File: src/logic/sxda_regs.vh
// constants for the stretched external data access block
`ifndef SXDA_REGS_VH
`define SXDA_REGS_VH
// ----------------------------------------------------------------
// register addresses on the core's special register port
// ----------------------------------------------------------------
`define SXDA_PTR_SEL_ADDR    8'h86
`define SXDA_CLK_CTRL_ADDR   8'h8e
// ----------------------------------------------------------------
// field positions and reset values
// ----------------------------------------------------------------
`define SXDA_STRETCH_MSB     2
`define SXDA_STRETCH_LSB     0
`define SXDA_PTR_SEL_BIT     0
`define SXDA_STRETCH_RST     3'h1
`define SXDA_PTR_SEL_RST     1'h0
// ----------------------------------------------------------------
// timing counts
// ----------------------------------------------------------------
`define SXDA_CLKS_PER_MC     6'h04
`define SXDA_STROBE_MIN      6'h02
`define SXDA_STROBE_PER_UNIT 6'h04
`endif

File: src/logic/sxda_data_pointer_zero.v
// two data pointers and the pointer select bit
`timescale 1ns/1ps
`default_nettype none
`include "sxda_regs.vh"
module sxda_data_pointer_zero (
   input  wire        ref_clk,      // core clock
   input  wire        sys_rst,      // synchronous reset, active high
   input  wire        sel_wr,       // write pointer select register
   input  wire [7:0]  sel_wdata,    // data for the select register
   input  wire        sel_inc,      // increment select register
   input  wire        sel_dec,      // decrement select register
   input  wire        ptr_load,     // load selected pointer
   input  wire [15:0] ptr_load_data,// value to load
   input  wire        ptr_inc,      // increment selected pointer
   output wire        ptr_sel,      // current pointer select
   output wire [15:0] ptr_value     // selected pointer value
);
   reg        sel_reg;
   reg [15:0] ptr0_reg;
   reg [15:0] ptr1_reg;
   // ----------------------------------------------------------------
   // select bit: only the lsb exists, inc or dec alone flips it, both at once leave it
   // ----------------------------------------------------------------
   always @(posedge ref_clk) begin
      if (sys_rst) begin
         sel_reg <= `SXDA_PTR_SEL_RST;
      end else if (sel_wr) begin
         sel_reg <= sel_wdata[`SXDA_PTR_SEL_BIT];
      end else if (sel_inc ^ sel_dec) begin
         sel_reg <= ~sel_reg;
      end
   end
   // ----------------------------------------------------------------
   // pointers: loads and increments go to the selected one only
   // ----------------------------------------------------------------
   always @(posedge ref_clk) begin
      if (sys_rst) begin
         ptr0_reg <= 16'h0000;
         ptr1_reg <= 16'h0000;
      end else if (ptr_load) begin
         if (sel_reg) begin
            ptr1_reg <= ptr_load_data;
         end else begin
            ptr0_reg <= ptr_load_data;
         end
      end else if (ptr_inc) begin
         if (sel_reg) begin
            ptr1_reg <= ptr1_reg + 16'h0001;
         end else begin
            ptr0_reg <= ptr0_reg + 16'h0001;
         end
      end
   end
   assign ptr_sel   = sel_reg;
   assign ptr_value = sel_reg ? ptr1_reg : ptr0_reg;
endmodule
`default_nettype wire

File: src/logic/sxda_top.v
// external move sequencer with access stretch and dual pointers
`timescale 1ns/1ps
`default_nettype none
`include "sxda_regs.vh"
module sxda_top (
   input  wire        ref_clk,       // core clock, 20 MHz
   input  wire        sys_rst,       // synchronous reset, active high
   input  wire        sfr_wr,        // core register write strobe
   input  wire [7:0]  sfr_addr,      // core register address
   input  wire [7:0]  sfr_wdata,     // core register write data
   output reg  [7:0]  sfr_rdata_reg, // core register read data
   input  wire        sel_inc,       // increment pointer select
   input  wire        sel_dec,       // decrement pointer select
   input  wire        ptr_load,      // load selected pointer
   input  wire [15:0] ptr_load_data, // pointer load value
   input  wire        ptr_inc,       // increment selected pointer
   input  wire        external_move_instruction_start,    // external move begins, one cycle
   input  wire        external_move_instruction_use_ptr,  // 1: pointer address, 0: ri/port 2
   input  wire        external_move_instruction_write,    // 1: write, 0: read
   input  wire [7:0]  ri_value,      // selected working register
   input  wire [7:0]  p2_value,      // port 2 register
   input  wire [7:0]  external_move_instruction_wdata,    // byte to write
   input  wire [7:0]  ext_data_in,   // data bus pin input
   output reg  [15:0] ext_addr_reg,  // external address
   output reg  [7:0]  ext_data_out_reg, // data bus pin output
   output reg         ext_data_oe_reg,  // data bus output enable
   output reg         ext_rd_n_reg,  // read strobe, active low
   output reg         ext_wr_n_reg,  // write strobe, active low
   output reg         cpu_hold_reg,  // core held while move runs
   output reg         external_move_instruction_done_reg, // one-cycle end of move
   output reg  [7:0]  external_move_instruction_rdata_reg // byte read
);
   // ----------------------------------------------------------------
   // states and helpers
   // ----------------------------------------------------------------
   localparam [2:0] ST_IDLE  = 3'b001;
   localparam [2:0] ST_FETCH = 3'b010;
   localparam [2:0] ST_ACC   = 3'b100;

   // strobe length in clocks for a stretch value
   function [5:0] strobe_len;
      input [2:0] s;
      begin
         if (s == 3'h0) begin
            strobe_len = `SXDA_STROBE_MIN;
         end else begin
            strobe_len = {3'h0, s} * `SXDA_STROBE_PER_UNIT;
         end
      end
   endfunction

   // strobe sits inside the access cycles, starting at their second or
   // third clock, so the address settles before and holds after it
   function in_strobe;
      input [5:0] c;
      input [2:0] s;
      reg   [5:0] first;
      begin
         first = (s == 3'h0) ? 6'h01 : 6'h02;
         in_strobe = (c >= first) && (c < first + strobe_len(s));
      end
   endfunction

   reg [2:0] state_reg;
   reg [2:0] state_next;
   reg [2:0] stretch_reg;
   reg [2:0] run_stretch_reg;
   reg [5:0] cnt_reg;
   reg [5:0] cnt_next;
   reg [5:0] acc_last;
   reg       strobe_next;
   reg [7:0] din_meta_reg;
   reg [7:0] din_sync_reg;

   wire        ptr_sel;
   wire [15:0] ptr_value;
   wire        sel_wr = sfr_wr && (sfr_addr == `SXDA_PTR_SEL_ADDR);
   wire        ckc_wr = sfr_wr && (sfr_addr == `SXDA_CLK_CTRL_ADDR);

   // ----------------------------------------------------------------
   // pointer bank
   // ----------------------------------------------------------------
   sxda_data_pointer_zero u_data_pointer_zero (
      .ref_clk       (ref_clk),
      .sys_rst       (sys_rst),
      .sel_wr        (sel_wr),
      .sel_wdata     (sfr_wdata),
      .sel_inc       (sel_inc),
      .sel_dec       (sel_dec),
      .ptr_load      (ptr_load),
      .ptr_load_data (ptr_load_data),
      .ptr_inc       (ptr_inc),
      .ptr_sel       (ptr_sel),
      .ptr_value     (ptr_value)
   );

   // ----------------------------------------------------------------
   // clock control register and register read port
   // ----------------------------------------------------------------
   always @(posedge ref_clk) begin
      if (sys_rst) begin
         stretch_reg <= `SXDA_STRETCH_RST;
      end else if (ckc_wr) begin
         stretch_reg <= sfr_wdata[`SXDA_STRETCH_MSB:`SXDA_STRETCH_LSB];
      end
   end

   always @(posedge ref_clk) begin
      if (sys_rst) begin
         sfr_rdata_reg <= 8'h00;
      end else if (sfr_addr == `SXDA_PTR_SEL_ADDR) begin
         sfr_rdata_reg <= {7'h00, ptr_sel};
      end else if (sfr_addr == `SXDA_CLK_CTRL_ADDR) begin
         sfr_rdata_reg <= {5'h00, stretch_reg};
      end else begin
         sfr_rdata_reg <= 8'h00;
      end
   end

   // ----------------------------------------------------------------
   // data pin synchroniser
   // ----------------------------------------------------------------
   always @(posedge ref_clk) begin
      if (sys_rst) begin
         din_meta_reg <= 8'h00;
         din_sync_reg <= 8'h00;
      end else begin
         din_meta_reg <= ext_data_in;
         din_sync_reg <= din_meta_reg;
      end
   end

   // ----------------------------------------------------------------
   // sequencer: fetch cycle, then stretch+1 access cycles
   // ----------------------------------------------------------------
   always @* begin
      state_next  = state_reg;
      cnt_next    = cnt_reg;
      acc_last    = {1'b0, run_stretch_reg, 2'b11}; // 4*(s+1)-1
      strobe_next = 1'b0;
      case (state_reg)
         ST_IDLE: begin
            if (external_move_instruction_start) begin
               state_next = ST_FETCH;
               cnt_next   = 6'h00;
            end
         end
         ST_FETCH: begin
            if (cnt_reg == `SXDA_CLKS_PER_MC - 6'h01) begin
               state_next = ST_ACC;
               cnt_next   = 6'h00;
               strobe_next = in_strobe(6'h00, run_stretch_reg);
            end else begin
               cnt_next = cnt_reg + 6'h01;
            end
         end
         ST_ACC: begin
            if (cnt_reg == acc_last) begin
               state_next = ST_IDLE;
               cnt_next   = 6'h00;
            end else begin
               cnt_next    = cnt_reg + 6'h01;
               strobe_next = in_strobe(cnt_next, run_stretch_reg);
            end
         end
         default: begin
            state_next = ST_IDLE;
            cnt_next   = 6'h00;
         end
      endcase
   end

   always @(posedge ref_clk) begin
      if (sys_rst) begin
         state_reg       <= ST_IDLE;
         cnt_reg         <= 6'h00;
         run_stretch_reg <= `SXDA_STRETCH_RST;
         cpu_hold_reg    <= 1'b0;
         external_move_instruction_done_reg   <= 1'b0;
      end else begin
         state_reg     <= state_next;
         cnt_reg       <= cnt_next;
         // hold covers only external moves; other instructions never start us
         cpu_hold_reg  <= (state_next != ST_IDLE);
         external_move_instruction_done_reg <= (state_reg == ST_ACC) && (state_next == ST_IDLE);
         if (state_reg == ST_IDLE && external_move_instruction_start) begin
            // a stretch change mid-move takes effect on the next move only
            run_stretch_reg <= stretch_reg;
         end
      end
   end

   // ----------------------------------------------------------------
   // pin drivers: address latched at start, strobes only in access
   // ----------------------------------------------------------------
   reg op_write_reg;
   always @(posedge ref_clk) begin
      if (sys_rst) begin
         ext_addr_reg     <= 16'h0000;
         ext_data_out_reg <= 8'h00;
         ext_data_oe_reg  <= 1'b0;
         ext_rd_n_reg     <= 1'b1;
         ext_wr_n_reg     <= 1'b1;
         op_write_reg     <= 1'b0;
         external_move_instruction_rdata_reg   <= 8'h00;
      end else begin
         if (state_reg == ST_IDLE && external_move_instruction_start) begin
            op_write_reg     <= external_move_instruction_write;
            ext_data_out_reg <= external_move_instruction_wdata;
            if (external_move_instruction_use_ptr) begin
               ext_addr_reg <= ptr_value;
            end else begin
               ext_addr_reg <= {p2_value, ri_value};
            end
         end
         // address register is untouched from fetch to end, so stable under strobe
         ext_rd_n_reg    <= ~(strobe_next && !op_write_reg);
         ext_wr_n_reg    <= ~(strobe_next && op_write_reg);
         ext_data_oe_reg <= (state_next == ST_ACC) && op_write_reg;
         // taken as the move ends; the two-flop lag makes this the pin value
         // of the last strobe clock, or the first one at stretch 0, so slow
         // parts want stretch >= 1
         if ((state_reg == ST_ACC) && (state_next == ST_IDLE) && !op_write_reg) begin
            external_move_instruction_rdata_reg <= din_sync_reg;
         end
      end
   end
endmodule
`default_nettype wire

File: config.mk
export PLATFORM = sky130hd
export DESIGN_NAME = sxda_top
export DESIGN_NICKNAME = d
export VERILOG_FILES = /design/src/logic/sxda_data_pointer_zero.v /design/src/logic/sxda_top.v
export VERILOG_INCLUDE_DIRS = /design/src /design/src/logic
export SDC_FILE = /design/constraint.sdc
export NUM_CORES = 1
export LEC_CHECK = 0
export ABC_AREA = 1
export BUFFER_PORTS_ARGS = -buffer_cell sky130_fd_sc_hd__buf_2
export CORE_MARGIN = 5
export CORE_UTILIZATION = 50
export DETAILED_ROUTE_END_ITERATION = 12
export MAX_ROUTING_LAYER = met4
export PLACE_DENSITY = 0.75
export REMOVE_ABC_BUFFERS = 1
export SETUP_SLACK_MARGIN = 0.15
export SLEW_MARGIN = 30
export SYNTH_ARGS = -nofsm -noshare
export SYNTH_HDL_FRONTEND = slang
export SYNTH_SLANG_ARGS = --single-unit
export TNS_END_PERCENT = 100
File: constraint.sdc
create_clock -name ref_clk -period 4 [get_ports ref_clk]
set_clock_uncertainty 0.05 [all_clocks]
set_input_delay 0.2 -clock ref_clk [delete_from_list [all_inputs] [get_ports ref_clk]]
set_output_delay 0.2 -clock ref_clk [all_outputs]
set_load 0.03 [all_outputs]
==> metrics.yaml, run 1 <==
power:
  ir_worst_vdd_mv: 0.249
  powerDensity_mw_per_mm2: 379
  p_leak_nw: 2.81
critical_path:
  worstPathBufferInverterCount: 3
  critical_path.cell_chain: "inv_1, nand4_1, inv_1, buf_4, o21ai_0, a21oi_1"
  endpoint_kind: "register"
  crit_slowest_cell: "inv_1"
  path_common_cell: "inv_1"
  startpoint_type: "register"
  critical_path_class: "register to register"
  crit_fanout: 23
  crit_family: "buffers and inverters"
  critical_path_arrival_ns: 2.61
  required_ns: 4.26
  max_stage_delay_ns: 0.68
placement:
  numPortBuffers: 108
  dpl.hpwl_mm: 9.70
  routabilityCongestion: 0.909
sta:
  finalCriticalPeriod_ns: 2.35
  fin_setup_tns_ns: 0
  worstMarginPinSlew_ns: 0.885
  fin_crit_sh_pct: 58.8
  slew_headroom_pct: 41.0
  clock.fmax_ghz: 0.425
  rsz0062_at_grt: "false"
  slew_violations: 0
  hold_viol_final: 0
  finalSetupViolations: 0
global_routing:
  track_usage_pct: 21.7
  grt.met2_usage_pct: 31.7
  grt_pass1_wl_mm: 22.2
  grt-ovfl-total: 0
  antenna_found_initial: 0
  grt_max_degree: 53
  busiest_layer: "met2"
  grt_pass1_vias: 4583
  met3_usage_pct: 3.50
  grtUsageMet1_pct: 30.9
drt:
  wl_per_cell_um: 13.0
  finalWirelength_mm: 13.4
  drtAntennaViolNets: 0
  dr.pass1.iters: 5
  route.detailed.drc: 0
  vias_per_cell: 5.12
  drt_iter0_markers: 379
  vias: 5280
layout:
  nets: 970
  fillers: 1017
  drive_above_1_share_pct: 16.2
  post-route-util_pct: 59.7
  area_growth_pct: 16.8
cts:
  cts_sinks: 105
  post-cts-setup-buffer-count: 0
  cts_tree: "done"
  cts.clk_slew.worst_paths_ns: 0.11
  clockBufferDepth: 2
  htree_levels: 3
  cts-root-buf: "clkbuf_8"
  cts_buffers: 9
  clk_latency_ns: 0.37
synthesis:
  ys_seq_area_share_pct: 40.0
  synth_cells: 789
  netlist.area_leader.share_pct: 40.0
  synth_area_leader_cell: "dfxtp_1"
  ys_types: 33
  avgSynthCellArea_sq_um: 6.66
  ys_warn_count: 0
  synth_area_leaders: "dfxtp_1 40%, nand2_1 12%, a21oi_1 8.4%"
  netlist_area_sq_mm: 0.00525
  ys_ff_latch: 105
die:
  start_util_pct: 51.1
  dieWidth_um: 112
  ios: 119
  num_rows: 37
  dieArea_sq_mm: 0.0127
  die_h_um: 112
  fp.coreArea_sq_mm: 0.0103
job:
  maxCapViolCount: 0
min_path:
  hold_path_class: "primary input to register"
outcome:
  status: "completed"
## logic make-up after synthesis
logic type	after synthesis	share of synthesized area (%)
flip-flops	105	40.0
AND/OR/NAND/NOR	359	29.6
other	1	0.0714
AO/OA/AOI/OAI	188	18.5
adder cells (fa/ha/maj)	6	1.43
buffers and inverters	127	9.86
XOR/XNOR	3	0.500
## routing by layer
metal	wire (um)	part of all wire (%)	vias to the layer above
met5	0	0	-
met4	201	1.5	0
met3	924	6.9	17
met2	5850	44	176
met1	6440	48	2312
li1	-	-	2775
## worst register-to-register path, delay by kind of cell (launching register included)
kind / cells / cell delay [ns]
AOI/OAI and AO/OA: 2 / 0.26
buffers and inverters: 3 / 1.11
DFF: 1 / 0.33
and+or+nand+nor: 1 / 0.54
## synthesized netlist by cell type
master / instances
nand2_1: 167
dfxtp_1: 105
nor2_1: 95
a21oi_1: 88
inv_1: 88
o21ai_0: 80
nand3_1: 57
clkbuf_1: 18
nand4_1: 15
a31oi_1: 12
buf_2: 11
nand3b_1: 10
ha_1: 6
buf_4: 5
nor2_2: 3
nor3_1: 3
o21ai_1: 3
or2_2: 3
a21oi_2: 2
clkinv_1: 2
nand2_2: 2
o211ai_1: 2
xor2_1: 2
and2_1: 1
buf_6: 1
clkbuf_2: 1
conb_1: 1
inv_2: 1
nand3_2: 1
nor2_8: 1
nor3_4: 1
o21bai_1: 1
xnor2_1: 1
## final timing paths
kind / startpoint / end / slack (ns) / cells past startpoint
worst min register to register: din_meta_reg[1] / din_sync_reg[1] / 0.36 / 2
worst max register to register: state_reg[2] / ext_addr_reg[11] / 1.65 / 6
worst max-delay path: state_reg[2] / ext_addr_reg[11] / 1.65 / 6
worst min-delay path: external_move_instruction_wdata[6] / ext_data_out_reg[6] / 0.02 / 3
## power by group
part,switching (mW),internal [mW]
sequential,0.0869,1.13
combinational,0.288,0.154
clock,0.419,0.251
total,0.794,1.53
## timing repair
item,in CTS,in global routing
resized for setup,0,0
endpoints found under the hold margin,8,0
hold buffers,8,0
## stage by stage
step	setup slack (ns)	power (mW)	cell area, sq um	hold slack (ns)	cells
2_1_floorplan	1.95	1.50	5090	0.219	757
5_1_grt	1.39	2.46	6130	0.00924	1031
3_3_place_gp	1.67	1.66	5850	0.341	1007
4_1_cts	1.61	2.33	6130	0.00344	1031
3_5_place_dp	1.63	1.67	5850	0.344	1007
6_report	1.65	2.33	6140	0.0200	1032
## cells in the final DEF (no fill, tap or decap), drive strengths merged, types with 4 or more instances in the layout
cell type and instances:
nand3b 10, inv 92, nor3 4, nand2 169, dlygate4sd3 8, buf 114
dfxtp 105, nor2 99, o21ai 83, ha 6, a21oi 90, a31oi 12
nand4 15, nand3 58, clkinv 5, conb 5, clkbuf 9
## final cells by class
cell class	instances	area, sq um	area share [%]
clock buffers	9	124	2.02
inverters	91	342	5.57
diodes	1	2.50	0.0408
clock inverters	7	82.6	1.35
flip-flops and latches	105	2100	34.3
multi-input cells	561	2650	43.1
well taps	136	170	2.77
repair buffers	122	666	10.8
(Power assumes the default switching activity.)
==> inputs of run 2 (changes only) <==
--- a/config.mk
+++ b/config.mk
@@ -6,7 +6,7 @@
 export SDC_FILE = /design/constraint.sdc
 export NUM_CORES = 1
 export LEC_CHECK = 0
-export ABC_AREA = 1
+export ABC_AREA = 0
 export BUFFER_PORTS_ARGS = -buffer_cell sky130_fd_sc_hd__buf_2
 export CORE_MARGIN = 5
 export CORE_UTILIZATION = 50
==> constraint.sdc (replaced) <==
create_clock -name ref_clk -period 2.4 [get_ports ref_clk]
set_clock_uncertainty 0.05 [all_clocks]
set_input_delay 0.12 -clock ref_clk [delete_from_list [all_inputs] [get_ports ref_clk]]
set_output_delay 0.12 -clock ref_clk [all_outputs]
set_load 0.03 [all_outputs]
==> metrics.yaml, run 2 <==
outcome:
  status: "completed"  # unchanged
global_routing:
  grt_pass1_wl_mm: 23.6  # was 22.2 mm
  antenna_found_initial: 0  # unchanged
  track_usage_pct: 22.4  # was 21.7%
  grt_max_degree: 40  # was 53
  grt_pass1_vias: 4909  # was 4583
  grt-ovfl-total: 0  # unchanged
layout:
  drive_above_1_share_pct: 21.2  # was 16.2%
  n_antenna_cell: 0  # was 1
  final_cell_mix: "107 x buf_2, 105 x dfxtp_1, 84 x nand2_1, 59 x a21oi_1, 34 x dlygate4sd3_1"  # was 167 x nand2_1, 108 x buf_2, 104 x dfxtp_1, 95 x nor2_1
  layout.cells.most_common: "buf_2"  # was nand2_1
  nets: 831  # was 970
  final_area_sq_mm: 0.00643  # was 0.00614 sq mm
  fillers: 883  # was 1017
  area_growth_pct: 20.7  # was 16.8%
  post-route-util_pct: 62.1  # was 59.7%
synthesis:
  ys_warn_count: 0  # unchanged
  synth_cells: 635  # was 789
  netlist.area_leader.share_pct: 39.4  # was 40.0%
  ys_seq_area_share_pct: 39.4  # was 40.0%
  avgSynthCellArea_sq_um: 8.39  # was 6.66 sq um
  async_flop_share_pct: 0  # unchanged
  ys_ff_latch: 105  # unchanged
  synth_edf_count: 0  # unchanged
  synth_top_flop_cell: "dfxtp_1"  # unchanged
  netlist_area_sq_mm: 0.00533  # was 0.00525 sq mm
  ys_types: 77  # was 33
  post-synth-top-count-cell: "dfxtp_1"  # was nand2_1
  synthTopCellsByCount: "105 x dfxtp_1, 84 x nand2_1, 59 x a21oi_1"  # was 167 x nand2_1, 105 x dfxtp_1, 95 x nor2_1
  synth_area_leader_cell: "dfxtp_1"  # unchanged
  synth_area_leaders: "dfxtp_1 39%, nand2_1 5.9%, a21oi_1 5.5%"  # was dfxtp_1 40%, nand2_1 12%, a21oi_1 8.4%
critical_path:
  endpoint_kind: "register"  # unchanged
  critical_path_class: "register to register"  # unchanged
  critical_path.cell_chain: "ha_1, nand3_1, xnor2_1, ha_1, or3_1, nor4_2, nand4_1"  # was inv_1, nand4_1, inv_1, buf_4, o21ai_0, a21oi_1
  critical_path_arrival_ns: 2.28  # was 2.61 ns
  path_common_cell: "ha_1"  # was inv_1
  startpoint_type: "register"  # unchanged
  max_stage_delay_ns: 0.39  # was 0.68 ns
  crit_slowest_cell: "dfxtp_1"  # was inv_1
  crit_fanout: 6  # was 23
  required_ns: 2.59  # was 4.26 ns
min_path:
  hold_path_class: "primary input to register"  # unchanged
placement:
  routabilityCongestion: 0.929  # was 0.909
  numPortBuffers: 108  # unchanged
  dpl.hpwl_mm: 9.91  # was 9.70 mm
  dpl_cell_area_sq_mm: 0.00589  # was 0.00585 sq mm
drt:
  vias_per_cell: 5.78  # was 5.12
  wl_per_cell_um: 15.6  # was 13.0 um
  dr.pass1.iters: 5  # unchanged
  drt_iter0_markers: 431  # was 379
  vias: 5159  # was 5280
  drtAntennaViolNets: 0  # unchanged
  finalWirelength_mm: 13.9  # was 13.4 mm
  route.detailed.drc: 0  # unchanged
cts:
  clockBufferDepth: 2  # unchanged
  cts-root-buf: "clkbuf_8"  # unchanged
  cts_buffers: 9  # unchanged
  cts.clk_slew.worst_paths_ns: 0.11  # about the same
  post-cts-setup-buffer-count: 0  # unchanged
  cts_hold_buf: 34  # was 8
  clk_latency_ns: 0.38  # was 0.37 ns
  htree_levels: 3  # unchanged
  cts_tree: "done"  # unchanged
  ctsResizeCount: 0  # unchanged
  cts_sinks: 105  # unchanged
die:
  fp.coreArea_sq_mm: 0.0104  # was 0.0103 sq mm
  dieArea_sq_mm: 0.0128  # was 0.0127 sq mm
  dieWidth_um: 113  # was 112 um
  num_rows: 37  # unchanged
  ios: 119  # unchanged
  die_h_um: 113  # was 112 um
  start_util_pct: 51.4  # was 51.1%
sta:
  finalCriticalPeriod_ns: 2.09  # was 2.35 ns
  fin_crit_sh_pct: 87.0  # was 58.8%
  worstMarginPinSlew_ns: 0.661  # was 0.885 ns
  clock.fmax_ghz: 0.479  # was 0.425 GHz
  hold_viol_final: 0  # unchanged
  slew_headroom_pct: 55.9  # was 41.0%
  finalSetupViolations: 0  # unchanged
  fin_setup_tns_ns: 0  # unchanged
  slew_violations: 0  # unchanged
  rsz0062_at_grt: "false"  # unchanged
power:
  p_leak_nw: 2.58  # was 2.81 nW
  ir_worst_vdd_mv: 0.307  # was 0.249 mV
  powerDensity_mw_per_mm2: 588  # was 379 mW/mm^2
job:
  maxCapViolCount: 0  # unchanged
## run 2: worst paths after layout
path,depth (start not counted),slack [ns],endpoint,from
hold / removal,3,0.008,ext_addr_reg[5],ri_value[5]
setup reg to reg,7,0.31,ext_wr_n_reg,cnt_reg[0]
hold reg to reg,1,0.40,din_sync_reg[4],din_meta_reg[4]
setup / recovery,7,0.31,ext_wr_n_reg,cnt_reg[0]
## run 2: worst max-delay path: cells and delay by family, from the launching register on
family                   cells  cell delay, ns
AND/OR/NAND/NOR              4            0.82
adder cells (fa/ha/maj)      2            0.52
flip-flops                   1            0.39
XOR/XNOR                     1            0.19
## run 2: cell type report
type                    instances  area [sq um]  share of cell area (%)
clock buffers                   9           124                    1.92
clock inverters                 7          83.8                    1.30
inverters                      10          37.5                   0.583
multi-input cells             471          2930                    45.6
flip-flops and latches        105          2100                    32.7
well taps                     136           170                    2.64
repair buffers                154           986                    15.3
## run 2: metrics by stage
stage / worst slack [ns] / power, mW / hold WS, ns / instances
6_report: 0.312 / 3.78 / 0.00811 / 892
5_1_grt: 0.153 / 3.96 / 0.0148 / 892
4_1_cts: 0.308 / 3.79 / 0.00288 / 892
3_5_place_dp: 0.315 / 2.65 / 0.283 / 842
3_3_place_gp: 0.426 / 2.63 / 0.281 / 842
2_1_floorplan: 0.143 / 2.36 / 0.139 / 586
## run 2: cell families after synthesis
| kind of cell | Yosys count | share of synthesized area, % |
|---|---|---|
| flops | 105 | 39.4 |
| compound gates | 186 | 23.0 |
| other cells | 1 | 0.0704 |
| buf+inv | 63 | 5.96 |
| fa+ha+maj | 6 | 1.41 |
| simple gates | 240 | 23.5 |
| mux | 25 | 4.74 |
| xor+xnor | 9 | 1.90 |
## run 2: metal layers
metal / vias up / track usage [%] / routed length, um
li1: 2547 / - / -
met1: 2397 / 29.1 / 5980
met2: 191 / 36.7 / 6800
met3: 24 / 3.21 / 846
met4: 0 / 6.17 / 252
met5: - / - / 0
## run 2: report_power, final
group | internal [mW] | total (mW) | switching (mW)
Clock | 0.419 | 1.12 | 0.703
Combinational | 0.297 | 0.705 | 0.409
Sequential | 1.84 | 1.96 | 0.116
==> inputs of run 3 (changes only) <==
--- a/config.mk
+++ b/config.mk
@@ -7,7 +7,7 @@
 export NUM_CORES = 1
 export LEC_CHECK = 0
 export ABC_AREA = 0
-export BUFFER_PORTS_ARGS = -buffer_cell sky130_fd_sc_hd__buf_2
+export BUFFER_PORTS_ARGS = -buffer_cell sky130_fd_sc_hd__buf_4
 export CORE_MARGIN = 5
 export CORE_UTILIZATION = 50
 export DETAILED_ROUTE_END_ITERATION = 12
==> metrics.yaml, run 3 (synthesis gave the netlist of run 2 again) <==
global_routing:
  grt_pass1_wl_mm: 24.0  # was 23.6 mm
  met3_usage_pct: 2.83  # was 3.21%
  busiest_layer: "met2"  # unchanged
  grt.met2_usage_pct: 39.1  # was 36.7%
  antenna_found_initial: 0  # unchanged
  grtUsageMet1_pct: 28.3  # was 29.1%
  grt-ovfl-total: 0  # unchanged
  track_usage_pct: 23.0  # was 22.4%
  grt_max_degree: 68  # was 40
  grt_pass1_vias: 5058  # was 4909
job:
  maxCapViolCount: 0  # unchanged
sta:
  slew_violations: 0  # unchanged
  rsz0062_at_grt: "false"  # unchanged
  finalCriticalPeriod_ns: 2.09  # about the same
  slew_headroom_pct: 57.4  # was 55.9%
  worstMarginPinSlew_ns: 0.639  # was 0.661 ns
  hold_viol_final: 0  # unchanged
  fin_crit_sh_pct: 87.0  # about the same
  fin_setup_tns_ns: 0  # unchanged
  clock.fmax_ghz: 0.479  # about the same
  finalSetupViolations: 0  # unchanged
critical_path:
  critical_path_class: "register to register"  # unchanged
  endpoint_kind: "register"  # unchanged
  max_stage_delay_ns: 0.39  # about the same
  path_common_cell: "ha_1"  # unchanged
  required_ns: 2.58  # was 2.59 ns
  critical_path_arrival_ns: 2.27  # was 2.28 ns
  crit_slowest_cell: "dfxtp_1"  # unchanged
  worstPathBufferInverterCount: 0  # unchanged
  crit_family: "simple AND/OR/NAND/NOR gates"  # unchanged
  crit_fanout: 6  # unchanged
  startpoint_type: "register"  # unchanged
  critical_path.cell_chain: "ha_1, nand3_1, xnor2_1, ha_1, or3_1, nor4_2, nand4_1"  # unchanged
cts:
  clk_latency_ns: 0.36  # was 0.38 ns
  cts_tree: "done"  # unchanged
  cts_sinks: 105  # unchanged
  htree_levels: 3  # unchanged
  cts-root-buf: "clkbuf_8"  # unchanged
  clockBufferDepth: 2  # unchanged
  cts.clk_slew.worst_paths_ns: 0.10  # was 0.11 ns
  ctsResizeCount: 0  # unchanged
  cts_buffers: 9  # unchanged
  post-cts-setup-buffer-count: 0  # unchanged
  cts_hold_buf: 34  # unchanged
placement:
  routabilityCongestion: 0.932  # was 0.929
  dpl.hpwl_mm: 10.2  # was 9.91 mm
  numPortBuffers: 108  # unchanged
  dpl_cell_area_sq_mm: 0.00614  # was 0.00589 sq mm
die:
  fp.coreArea_sq_mm: 0.0104  # unchanged
  start_util_pct: 51.4  # unchanged
  dieArea_sq_mm: 0.0128  # unchanged
  num_rows: 37  # unchanged
  dieWidth_um: 113  # unchanged
  die_h_um: 113  # unchanged
  ios: 119  # unchanged
layout:
  nets: 831  # unchanged
  n_antenna_cell: 0  # unchanged
  final_cell_mix: "120 x buf_4, 105 x dfxtp_1, 84 x nand2_1, 59 x a21oi_1, 34 x dlygate4sd3_1"  # was 107 x buf_2, 105 x dfxtp_1, 84 x nand2_1, 59 x a21oi_1, 34 x dlygate4sd3_1
  post-route-util_pct: 64.4  # was 62.1%
  final_area_sq_mm: 0.00668  # was 0.00643 sq mm
  layout.cells.most_common: "buf_4"  # was buf_2
  area_growth_pct: 25.3  # was 20.7%
  drive_above_1_share_pct: 21.2  # unchanged
drt:
  dr.pass1.iters: 5  # unchanged
  drtAntennaViolNets: 0  # unchanged
  wl_per_cell_um: 16.2  # was 15.6 um
  drt_iter0_markers: 362  # was 431
  route.detailed.drc: 0  # unchanged
  finalWirelength_mm: 14.4  # was 13.9 mm
  vias_per_cell: 5.81  # was 5.78
  vias: 5179  # was 5159
outcome:
  status: "completed"  # unchanged
power:
  p_leak_nw: 2.63  # was 2.58 nW
  powerDensity_mw_per_mm2: 569  # was 588 mW/mm^2
  fin_total_pwr_mw: 3.80  # was 3.78 mW
  ir_worst_vdd_mv: 0.303  # was 0.307 mV
min_path:
  hold_path_class: "primary input to register"  # unchanged
==> run 3: path summary, 6_finish.rpt <==
| kind | slack [ns] | endpoint | cells past startpoint | from |
|---|---|---|---|---|
| max | 0.31 | ext_wr_n_reg | 7 | cnt_reg[0] |
| min | 0.02 | ext_addr_reg[6] | 3 | ri_value[6] |
| max reg2reg | 0.31 | ext_wr_n_reg | 7 | cnt_reg[0] |
| min reg2reg | 0.40 | din_sync_reg[1] | 1 | din_meta_reg[1] |
==> run 3: per-layer routing <==
| layer | vias up | part of all wire [%] | routed length [um] |
|---|---|---|---|
| met5 | - | 0 | 0 |
| met4 | 0 | 1.6 | 226 |
| met3 | 17 | 5.8 | 835 |
| met2 | 186 | 50 | 7290 |
| met1 | 2429 | 42 | 6090 |
| li1 | 2547 | - | - |
==> run 3: area by class of cell <==
type                            count  area [sq um]
Clock inverter                      7          71.3
Sequential cell                   105          2100
Clock buffer                        9           124
Inverter                           10          37.5
Tap cell                          136           170
Timing Repair Buffer              154          1240
Multi-Input combinational cell    471          2930
Fill cell                         884          3690
==> run 3: metrics by stage <==
stage / std cells / hold slack, ns / setup WS (ns)
2_1_floorplan: 586 / 0.139 / 0.143
3_3_place_gp: 842 / 0.281 / 0.425
3_5_place_dp: 842 / 0.288 / 0.321
4_1_cts: 892 / 0.00770 / 0.305
5_1_grt: 892 / 0.0241 / 0.176
6_report: 892 / 0.0171 / 0.313
==> run 3: tightest hold or removal path, delay by kind of cell <==
kind / cells / cell delay (ns)
AO/OA/AOI/OAI: 2 / 0.20
buffers and inverters: 1 / 0.08
==> run 3: power by group <==
| group | switching [mW] | internal, mW |
|---|---|---|
| clock | 0.674 | 0.411 |
| sequential | 0.114 | 1.84 |
| combinational | 0.416 | 0.342 |
| total | 1.20 | 2.59 |
